===== src/common/lcirq_pkg.sv =====
// constants and types for the logic cell interrupt and mirror control block
package lcirq_pkg;
  localparam int N_CELLS = 4;
  localparam int N_GATES = 4;
  localparam int REG_W = 8;
  // cell_control fields
  localparam int CTL_EN_BIT = 7;
  localparam int CTL_OUT_BIT = 5;
  localparam int CTL_RISE_BIT = 4;
  localparam int CTL_FALL_BIT = 3;
  localparam int CTL_MODE_LSB = 0;
  localparam int CTL_MODE_W = 3;
  localparam logic [7:0] CTL_RESET = 8'h00;
  localparam logic [7:0] CTL_WR_MASK = 8'h9F;
  // cell_polarity fields
  localparam int POL_OUT_BIT = 7;
  localparam int POL_GATE_LSB = 0;
  typedef enum logic [2:0] {
    LCIRQ_AND_OR,
    LCIRQ_OR_XOR,
    LCIRQ_AND4,
    LCIRQ_SR_LATCH,
    LCIRQ_DFF_SR,
    LCIRQ_DFF_R,
    LCIRQ_JK_R,
    LCIRQ_DLATCH
  } lcirq_mode_e;
endpackage


===== src/lcirq_ctrl.sv =====
// logic cells with edge interrupt flags, output mirror and control registers
// Behaviour
// RULE_01 - each cell has a rising and a falling output detector, used for interrupts only
// RULE_02 - flag sets when either detector fires with its own enable set
// RULE_03 - rise enable gates rising detector, fall enable gates falling; both in control
// RULE_04 - software sets cell, edge, peripheral and global enables to get interrupts
// RULE_05 - flag stays set until software clears it during service
// RULE_06 - an edge in the same cycle as a clear leaves the flag set
// RULE_07 - read-only mirror holds every cell output, one bit per cell
// RULE_08 - mirror presents all cell outputs captured at one instant
// RULE_09 - any reset clears the whole control register to zero
// RULE_10 - reset leaves polarity, gate and input selections unchanged
// RULE_11 - cell logic and edge detection keep running in sleep
// RULE_12 - enabled cell using fast oscillator keeps that oscillator running in sleep
// RULE_13 - software disables the cell before changing input, gate or polarity
// RULE_14 - software routes inputs via four gate sources and sets gate inversion
// RULE_15 - 3-bit field selects the logic function; separate bit inverts output
// RULE_16 - software sets the cell enable bit as the last setup step
// RULE_17 - interrupt request only when flag, cell, peripheral and global enables set
`timescale 1ns/1ns
module lcirq_ctrl (
  // clock and reset
  input wire logic mclk_i,
  input wire logic sys_rst_i,
  // control register writes, one strobe per cell
  input wire logic [lcirq_pkg::N_CELLS-1:0] ctl_wr_i,
  input wire logic [lcirq_pkg::REG_W-1:0] ctl_wdata_i,
  // polarity register writes, kept through reset
  input wire logic [lcirq_pkg::N_CELLS-1:0] pol_wr_i,
  input wire logic [lcirq_pkg::REG_W-1:0] pol_wdata_i,
  // gate inputs after source selection, asynchronous
  input wire logic [lcirq_pkg::N_CELLS-1:0][lcirq_pkg::N_GATES-1:0] gate_i,
  input wire logic [lcirq_pkg::N_CELLS-1:0] fast_osc_sel_i,
  // interrupt enables and flag clears
  input wire logic [lcirq_pkg::N_CELLS-1:0] cell_irq_enable_i,
  input wire logic peripheral_irq_enable_i,
  input wire logic global_irq_enable_i,
  input wire logic [lcirq_pkg::N_CELLS-1:0] flag_clr_i,
  // status
  output logic [lcirq_pkg::N_CELLS-1:0][lcirq_pkg::REG_W-1:0] cell_control_o,
  output logic [lcirq_pkg::N_CELLS-1:0][lcirq_pkg::REG_W-1:0] cell_polarity_o,
  output logic [lcirq_pkg::N_CELLS-1:0] cell_output_mirror_o,
  output logic [lcirq_pkg::N_CELLS-1:0] cell_irq_flag_o,
  output logic fast_osc_keep_o,
  output logic irq_o
);

  logic [lcirq_pkg::N_CELLS-1:0][lcirq_pkg::N_GATES-1:0] gate_s1_r;
  logic [lcirq_pkg::N_CELLS-1:0][lcirq_pkg::N_GATES-1:0] gate_s2_r;
  logic [lcirq_pkg::N_CELLS-1:0][lcirq_pkg::REG_W-1:0] ctl_r;
  logic [lcirq_pkg::N_CELLS-1:0][lcirq_pkg::REG_W-1:0] pol_r;
  logic [lcirq_pkg::N_CELLS-1:0] out_r;
  logic [lcirq_pkg::N_CELLS-1:0] prev_r;
  logic [lcirq_pkg::N_CELLS-1:0] flag_r;
  wire [lcirq_pkg::N_CELLS-1:0] flag_nxt;
  wire [lcirq_pkg::N_CELLS-1:0] out_nxt;
  wire [lcirq_pkg::N_CELLS-1:0] rise_evt;
  wire [lcirq_pkg::N_CELLS-1:0] fall_evt;
  wire [lcirq_pkg::N_CELLS-1:0] cell_en;
  logic osc_keep_r;
  wire irq_nxt;

  // gate inputs cross into the clock domain first
  always_ff @(posedge mclk_i or posedge sys_rst_i) begin
    if (sys_rst_i) begin
      gate_s1_r <= '0;
      gate_s2_r <= '0;
    end else begin
      gate_s1_r <= gate_i;
      gate_s2_r <= gate_s1_r;
    end
  end

  for (genvar i = 0; i < lcirq_pkg::N_CELLS; i++) begin : g_cell
    wire [lcirq_pkg::N_GATES-1:0] g;
    wire [2:0] mode;
    wire rise_en;
    wire fall_en;
    wire g1_rise;
    logic st_r;
    logic g1_prev_r;
    logic st_nxt;
    logic core;

    assign g = gate_s2_r[i] ^ pol_r[i][lcirq_pkg::POL_GATE_LSB +: lcirq_pkg::N_GATES];
    assign mode = ctl_r[i][lcirq_pkg::CTL_MODE_LSB +: lcirq_pkg::CTL_MODE_W];
    assign rise_en = ctl_r[i][lcirq_pkg::CTL_RISE_BIT];
    assign fall_en = ctl_r[i][lcirq_pkg::CTL_FALL_BIT];
    assign cell_en[i] = ctl_r[i][lcirq_pkg::CTL_EN_BIT];
    assign g1_rise = g[0] & ~g1_prev_r;

    // function select and storage element of the cell
    always_comb begin // [RULE_15]
      st_nxt = st_r;
      core = st_r;
      case (mode)
        lcirq_pkg::LCIRQ_AND_OR: core = (g[0] & g[1]) | (g[2] & g[3]);
        lcirq_pkg::LCIRQ_OR_XOR: core = (g[0] | g[1]) ^ (g[2] | g[3]);
        lcirq_pkg::LCIRQ_AND4: core = &g;
        lcirq_pkg::LCIRQ_SR_LATCH: begin
          if (g[2] | g[3]) begin
            st_nxt = 1'b0;
          end else if (g[0] | g[1]) begin
            st_nxt = 1'b1;
          end
        end
        lcirq_pkg::LCIRQ_DFF_SR: begin
          if (g[2]) begin
            st_nxt = 1'b0;
          end else if (g[3]) begin
            st_nxt = 1'b1;
          end else if (g1_rise) begin
            st_nxt = g[1];
          end
        end
        lcirq_pkg::LCIRQ_DFF_R: begin
          if (g[2]) begin
            st_nxt = 1'b0;
          end else if (g1_rise) begin
            st_nxt = g[1] | g[3];
          end
        end
        lcirq_pkg::LCIRQ_JK_R: begin
          if (g[2]) begin
            st_nxt = 1'b0;
          end else if (g1_rise) begin
            st_nxt = (g[1] & ~st_r) | (~g[3] & st_r);
          end
        end
        lcirq_pkg::LCIRQ_DLATCH: begin
          if (g[0]) begin
            st_nxt = g[1];
          end
        end
        default: core = 1'b0;
      endcase
    end

    // final inversion; a disabled cell drives low
    assign out_nxt[i] = cell_en[i] & (core ^ pol_r[i][lcirq_pkg::POL_OUT_BIT]); // [RULE_15]
    assign rise_evt[i] = out_r[i] & ~prev_r[i]; // [RULE_01]
    assign fall_evt[i] = ~out_r[i] & prev_r[i]; // [RULE_01]
    // set wins over the clear
    assign flag_nxt[i] = (flag_r[i] & ~flag_clr_i[i]) // [RULE_05] [RULE_06]
                       | (rise_evt[i] & rise_en) | (fall_evt[i] & fall_en); // [RULE_02] [RULE_03]

    always_ff @(posedge mclk_i or posedge sys_rst_i) begin
      if (sys_rst_i) begin
        st_r <= 1'b0;
        g1_prev_r <= 1'b0;
      end else begin
        st_r <= cell_en[i] ? st_nxt : 1'b0;
        g1_prev_r <= g[0];
      end
    end

    // control register cleared by reset, output bit read-only
    always_ff @(posedge mclk_i or posedge sys_rst_i) begin
      if (sys_rst_i) begin
        ctl_r[i] <= lcirq_pkg::CTL_RESET; // [RULE_09]
      end else if (ctl_wr_i[i]) begin
        ctl_r[i] <= ctl_wdata_i & lcirq_pkg::CTL_WR_MASK;
      end
    end

    // polarity holds its value across reset
    always_ff @(posedge mclk_i) begin
      if (pol_wr_i[i]) begin
        pol_r[i] <= pol_wdata_i; // [RULE_10]
      end
    end

    always_comb begin
      cell_control_o[i] = ctl_r[i];
      cell_control_o[i][lcirq_pkg::CTL_OUT_BIT] = out_r[i];
    end
    rise_sets_a: assert property (@(posedge mclk_i) disable iff (sys_rst_i) // [RULE_02]
      (rise_evt[i] && rise_en) |=> flag_r[i])
      else $error("rising edge did not set flag");
    fall_gate_a: assert property (@(posedge mclk_i) disable iff (sys_rst_i) // [RULE_03]
      (!flag_r[i] && fall_evt[i] && !fall_en && !(rise_evt[i] && rise_en)) |=> !flag_r[i])
      else $error("disabled falling edge set flag");
    flag_hold_a: assert property (@(posedge mclk_i) disable iff (sys_rst_i) // [RULE_05]
      (flag_r[i] && !flag_clr_i[i]) |=> flag_r[i])
      else $error("flag dropped without clear");
    clear_race_a: assert property (@(posedge mclk_i) disable iff (sys_rst_i) // [RULE_06]
      (flag_clr_i[i] && ((rise_evt[i] && rise_en) || (fall_evt[i] && fall_en)))
      |=> flag_r[i])
      else $error("edge lost against clear");
    off_cell_low_a: assert property (@(posedge mclk_i) disable iff (sys_rst_i) // [RULE_15]
      (!cell_en[i] && !ctl_wr_i[i]) |=> !out_r[i])
      else $error("disabled cell output not low");
  end

  always_ff @(posedge mclk_i or posedge sys_rst_i) begin
    if (sys_rst_i) begin
      out_r <= '0;
      prev_r <= '0;
      flag_r <= '0;
      osc_keep_r <= 1'b0;
      cell_output_mirror_o <= '0;
      irq_o <= 1'b0;
    end else begin
      out_r <= out_nxt; // [RULE_11]
      prev_r <= out_r;
      flag_r <= flag_nxt;
      osc_keep_r <= |(cell_en & fast_osc_sel_i); // [RULE_12]
      cell_output_mirror_o <= out_nxt; // [RULE_07] [RULE_08]
      irq_o <= irq_nxt;
    end
  end

  assign irq_nxt = (|(flag_nxt & cell_irq_enable_i))
                 & peripheral_irq_enable_i & global_irq_enable_i; // [RULE_17]
  assign cell_irq_flag_o = flag_r;
  assign cell_polarity_o = pol_r;
  assign fast_osc_keep_o = osc_keep_r;

  mirror_match_a: assert property (@(posedge mclk_i) disable iff (sys_rst_i) // [RULE_08]
    cell_output_mirror_o == out_r)
    else $error("mirror differs from cell outputs");
  irq_cause_a: assert property (@(posedge mclk_i) disable iff (sys_rst_i) // [RULE_17]
    irq_o == ((|(flag_r & $past(cell_irq_enable_i))) && $past(peripheral_irq_enable_i)
              && $past(global_irq_enable_i)))
    else $error("interrupt request without cause");
  reset_clear_a: assert property (@(posedge mclk_i) // [RULE_09]
    $fell(sys_rst_i) |-> (ctl_r == '0) && !fast_osc_keep_o)
    else $error("control not cleared by reset");
  osc_keep_a: assert property (@(posedge mclk_i) disable iff (sys_rst_i) // [RULE_12]
    (|(cell_en & fast_osc_sel_i)) |=> fast_osc_keep_o)
    else $error("fast oscillator not held");
  edge_seen_a: assert property (@(posedge mclk_i) disable iff (sys_rst_i) // [RULE_01] [RULE_11]
    (out_nxt != out_r) |=> (rise_evt | fall_evt) == $past(out_nxt ^ out_r))
    else $error("output change not detected");

endmodule


===== config.mk =====
export PLATFORM = sky130hd
export DESIGN_NAME = lcirq_ctrl
export DESIGN_NICKNAME = d
export VERILOG_FILES = /design/src/common/lcirq_pkg.sv /design/src/lcirq_ctrl.sv
export SDC_FILE = /design/constraint.sdc
export NUM_CORES = 1
export LEC_CHECK = 0
export BUFFER_PORTS_ARGS = -buffer_cell sky130_fd_sc_hd__buf_2
export CAP_MARGIN = 20
export CORE_MARGIN = 1.5
export CORE_UTILIZATION = 51
export CTS_CLUSTER_DIAMETER = 40
export DETAILED_ROUTE_END_ITERATION = 12
export HOLD_SLACK_MARGIN = 0.08
export MAX_ROUTING_LAYER = met4
export PLACE_DENSITY = 0.79
export SYNTH_ARGS = -nofsm -noshare
export SYNTH_HDL_FRONTEND = slang
export SYNTH_SLANG_ARGS = --single-unit

===== constraint.sdc =====
create_clock -name mclk_i -period 3.1 [get_ports mclk_i]
set_input_delay 0.775 -clock mclk_i [delete_from_list [all_inputs] [get_ports mclk_i]]
set_output_delay 0.775 -clock mclk_i [all_outputs]
set_load 0.005 [all_outputs]

# Word-level counts from Yosys, hierarchy flattened
# Cells that the tools add are included.
# totals
regBits	110
latchBits	0
ram_bits	0
romBits	0
in_bits	56
out_inout_bits	74
memories	0
# op_classes
addsub	0
multipliers	0
div	0
n_lt_le_gt_ge	0
eq_ne	52
n_shift	0
n_mux	52
n_bitwise	112
reduce_logical	14
# op_table
cell	n
equality test 3 bit (second input constant)	16
!= test 4 bit (second input constant)	12
AND 1 bit	46
two-way mux 1 bit	44
OR 1 bit	28
equality test 3 x 2 -> 1 bit (second input constant)	8
!= test 6 x 1 -> 1 bit (second input constant)	4
NOT 1 bit	24
AND reduction 6 bit	4
!= test 5 bit (second input constant)	4
one-hot mux 1 bit (5 select lines)	4
AND reduction 4 bit	4
bitwise XOR 4 bit	4
equality test 3 x 1 -> 1 bit (second input constant)	4
zero test 3 bit	4
!= test 3 bit (second input constant)	4
one-hot mux 1 bit (3 select lines)	4
AND 4 bit	2
OR reduction 4 bit	2
bitwise XOR 1 bit	8

# Depth between registers and ports, before layout
# depth
word_depth	9
ltp_mapped	7
ltp_nobuf	7

# Worst setup path before layout
# Ideal clock, no wire load.
# synth_path
path_type	flip-flop to flip-flop
from	register pol_r (netlist bit cell_polarity_o[3])
to	register out_r[0] (netlist name)
t_arrival_ps	1535
t_required_ps	2974
path_slack_ps	1439
path_stages_with_launch	7
n_path_buf	0
synth_period_minus_slack_ps	1661
cell_sequence	edfxtp_1 -> xnor2_1 -> and2_1 -> ha_1 -> o32ai_1 -> a21oi_1 -> mux2i_1
# synth_between
elab_chain_cells	6
elab_cells_between_ends	9
classes_between	mux (1); bitwise (7); reduce/logical (1)
# synth_lines
item	line_no	rtl
from (decl)	lcirq_ctrl.sv:51	logic [lcirq_pkg::N_CELLS-1:0][lcirq_pkg::REG_W-1:0] pol_r;
from (signal, indexed assignment)	lcirq_ctrl.sv:169	pol_r[i] <= pol_wdata_i;
bitwise XOR 4 bit (*)	lcirq_ctrl.sv:85	assign g = gate_s2_r[i] ^ pol_r[i][lcirq_pkg::POL_GATE_LSB +: lcirq_pkg::N_GATES];
OR 1 bit / AND 1 bit (equally long branches)	lcirq_ctrl.sv:98, lcirq_ctrl.sv:97	
bitwise XOR 1 bit / OR 1 bit (equally long branches)	lcirq_ctrl.sv:98, lcirq_ctrl.sv:97	
one-hot mux 1 bit (3 select lines) (*)	lcirq_ctrl.sv:96	case (mode)
bitwise XOR 1 bit (*)	lcirq_ctrl.sv:140	assign out_nxt[i] = cell_en[i] & (core ^ pol_r[i][lcirq_pkg::POL_OUT_BIT]);
AND 1 bit (*)	lcirq_ctrl.sv:140	
via out_nxt (one bit)	lcirq_ctrl.sv:56	wire [lcirq_pkg::N_CELLS-1:0] out_nxt;
to (signal assigned)	lcirq_ctrl.sv:204	out_r <= out_nxt;
to (decl)	lcirq_ctrl.sv:52	logic [lcirq_pkg::N_CELLS-1:0] out_r;
# The timed path passes the listed nets; every way through them passes the cells marked *.
# A chain may end at the register's enable or synchronous reset.

# Worst setup path in the final report
# layout_path
from	register ctl_r (netlist bit cell_control_o[9])
to	output cell_control_o[9] (netlist name)
# layout_lines
item	line_no	rtl
from (decl)	lcirq_ctrl.sv:50	logic [lcirq_pkg::N_CELLS-1:0][lcirq_pkg::REG_W-1:0] ctl_r;
from (signal, indexed assignment)	lcirq_ctrl.sv:160	ctl_r[i] <= lcirq_pkg::CTL_RESET;
from (signal, indexed assignment)	lcirq_ctrl.sv:162	ctl_r[i] <= ctl_wdata_i & lcirq_pkg::CTL_WR_MASK;
to (decl)	lcirq_ctrl.sv:40	output logic [lcirq_pkg::N_CELLS-1:0][lcirq_pkg::REG_W-1:0] cell_control_o,
# No word-level cell between the ends.

==> results.ini <==
[run_status]
outcome=complete, no violations

[timing]
report.final.slew_viol_count=0
tns_ps=0
fin_crit_sh_pct=61.5
period_minus_slack_ps=1910
clock.fmax_mhz=525
finalSetupViolCount=0
final_hold_viol_count=0
setup_ws_ps=1190
max-slew-margin-rel_pct=55.3
rsz0062_at_grt=no
worst_slew_pin_slew_ps=671
hold_ws_ps=359
clock_skew_ps=11.8

[synth]
yosysMostFrequentCell=dfrtp_1
netlist_instances=322
synth_area_mm2=0.00447
yosys_warnings=0
synth_async_sr_flop_share_pct=70.9
yosysTopAreaCell=dfrtp_1
synth_seq_cells=110
synth_compound_area_share_pct=11.5
synth_area_leaders=dfrtp_1, edfxtp_1, mux2_2, xnor2_2, nand2_1
synthTopCellsByCount=dfrtp_1, edfxtp_1, nand2_1, mux2_2, nor2_1
synthMuxAreaShare_pct=6.86
ys_types=53
synth_ff_type=dfrtp_1
yosysTopAreaCellShare_pct=43.7
synth_edf_count=32
synth-seq-area-share_pct=65.2
synth_top_family_by_area=compound AO/OA/AOI/OAI gates
synthAdderAreaFrac_pct=0.532
synth-simple-area-share_pct=7.45
syn_area_per_cell_um2=13.9
synthXorXnorAreaFrac_pct=5.10

[floorplanning]
die-area_mm2=0.00933
ios=130
fp.coreArea_mm2=0.00834
core.rowCount=33
start_util_pct=53.6
die_x_um=96.6
fp.dieH_um=96.6

[worst_setup_path]
cp.buffers_inverters=1
path_cells=buf_2
cp-start-kind=register
slowest_stage=dfrtp_1
cp.arrival_ps=1130
critPathCaptureType=primary output
path_max_fanout=11
cpPeakStageDelay_ps=590
crit_family=flip-flops
path_class=register to primary output
critPathRequiredTime_ps=2320

[final_layout]
area_delta_synth_final_pct=19.0
drive_gt1_share_pct=39.8
fill_cells=651
finalNetCount=498
n_antenna_cell=0
multi_input_area_mm2=0.00142
regArea_mm2=0.00291
fin_util_pct=63.7

[cts]
root_buffer=clkbuf_8
clk_latency_ps=360
clockBufferDepth=2
post_cts_buffers=0
htree_levels=3
cts_buffers=9
clock-sinks=110
cts_tree=yes
cts_resized=0
hold_buffers=0
clk_pin_slew_worst_paths_ps=110

[drt]
antenna_left=0
via_count=2996
dr.pass1.iters=6
drcViolationCount=0
drt_iter0_drc=153
routed_via_density=5.45
wl_um=9120
wl_per_cell_um=16.6

[placement]
pre_cts_slack_ps=1260
hpwl_um=6740
port_buffers=123
place.gp.congestion=0.865

[grt]
overflow=0
grt_first_pass_wirelength_um=13900
track_usage_pct=20.8
grt_pass1_vias=2889
grt_max_degree=43
antenna_found_initial=0

[job]
drv_cap=0

[power_and_ir_drop]
power.total_mw=3.09
power_leakage_nw=2.37
vdd_ir_drop_max_mv=0.386
p_per_area_mw_per_mm2=582

[worst_hold_path]
hp-class=register to register

==> per-layer routing <==
metal | share of wire, % | vias up | global-route usage (%) | wire [um]
li1 | - | 1392 | - | -
met1 | 44 | 1468 | 26.7 | 4000
met2 | 48 | 126 | 33.9 | 4390
met3 | 6.8 | 10 | 3.91 | 622
met4 | 1.2 | 0 | 6.40 | 109
met5 | 0 | - | - | 0
==> cells in the final DEF, fill, tap and decap left out, types with 10 or more instances in the layout <==
| master | count |
|---|---|
| xnor2_1 | 10 |
| a21oi_1 | 10 |
| nor2_1 | 13 |
| buf_2 | 123 |
| o21ai_0 | 11 |
| nand2b_1 | 12 |
| nand2_1 | 26 |
| mux2_2 | 21 |
| edfxtp_1 | 32 |
| dfrtp_1 | 78 |
==> registers in the layout (all words and copies together) (netlist names) <==
signal	flops
cell_irq_flag_o	4
g_cell.st_r	4
irq_o	1
gate_s1_r	16
prev_r	4
out_r	4
gate_s2_r	16
cell_polarity_o	32
fast_osc_keep_o	1
cell_control_o	24
g_cell.g1_prev_r	4
==> stage by stage <==
| step | instances | cell area (um2) |
|---|---|---|
| after floorplan | 325 | 4480 |
| after CTS | 550 | 5320 |
| after global placement | 535 | 5130 |
| final | 550 | 5320 |
| after detailed placement | 535 | 5130 |
| after global routing | 550 | 5320 |
==> report_power, final <==
part | internal, mW | switching [mW] | leakage, nW | total, mW
Sequential | 1.63 | 0.122 | 1.25 | 1.75
Clock | 0.314 | 0.519 | 0.0969 | 0.833
Combinational | 0.255 | 0.251 | 1.03 | 0.505
==> kinds of logic (layout without fill, tap and decap cells) <==
group,Yosys count,count (layout)
AOI/OAI and AO/OA,68,68
DFF,110,110
muxes,28,28
xor gates and xnor gates,20,20
and+or+nand+nor,67,67
other,1,4
adders and majority gates,2,2
buffers and inverters,26,146
==> cell type report <==
class,count,area share (%)
inverter,7,0.518
clock buffer,9,2.33
sequential,110,54.8
multi-input combinational,189,26.7
tap,105,2.47
timing repair buffer,124,12.0
clock inverter,6,1.22
==> worst paths after layout <==
| kind | from | endpoint | slack, ps | cells past startpoint |
|---|---|---|---|---|
| setup / recovery | cell_control_o[9]$_DFFE_PP0P_ | cell_control_o[9] | 1190 | 1 |
| hold / removal | gate_s1_r[11]$_DFF_PP0_ | gate_s2_r[11]$_DFF_PP0_ | 360 | 0 |
| setup reg to reg | cell_polarity_o[26]$_DFFE_PP_ | out_r[3]$_DFF_PP0_ | 1230 | 5 |
| hold reg to reg | gate_s1_r[11]$_DFF_PP0_ | gate_s2_r[11]$_DFF_PP0_ | 360 | 0 |
| max in group asynchronous | sys_rst_i | cell_irq_flag_o[3]$_DFF_PP0_ | 1970 | 3 |
| min in group asynchronous | sys_rst_i | gate_s2_r[4]$_DFF_PP0_ | 470 | 2 |
No activity file was read; power rests on OpenSTA's default activity.
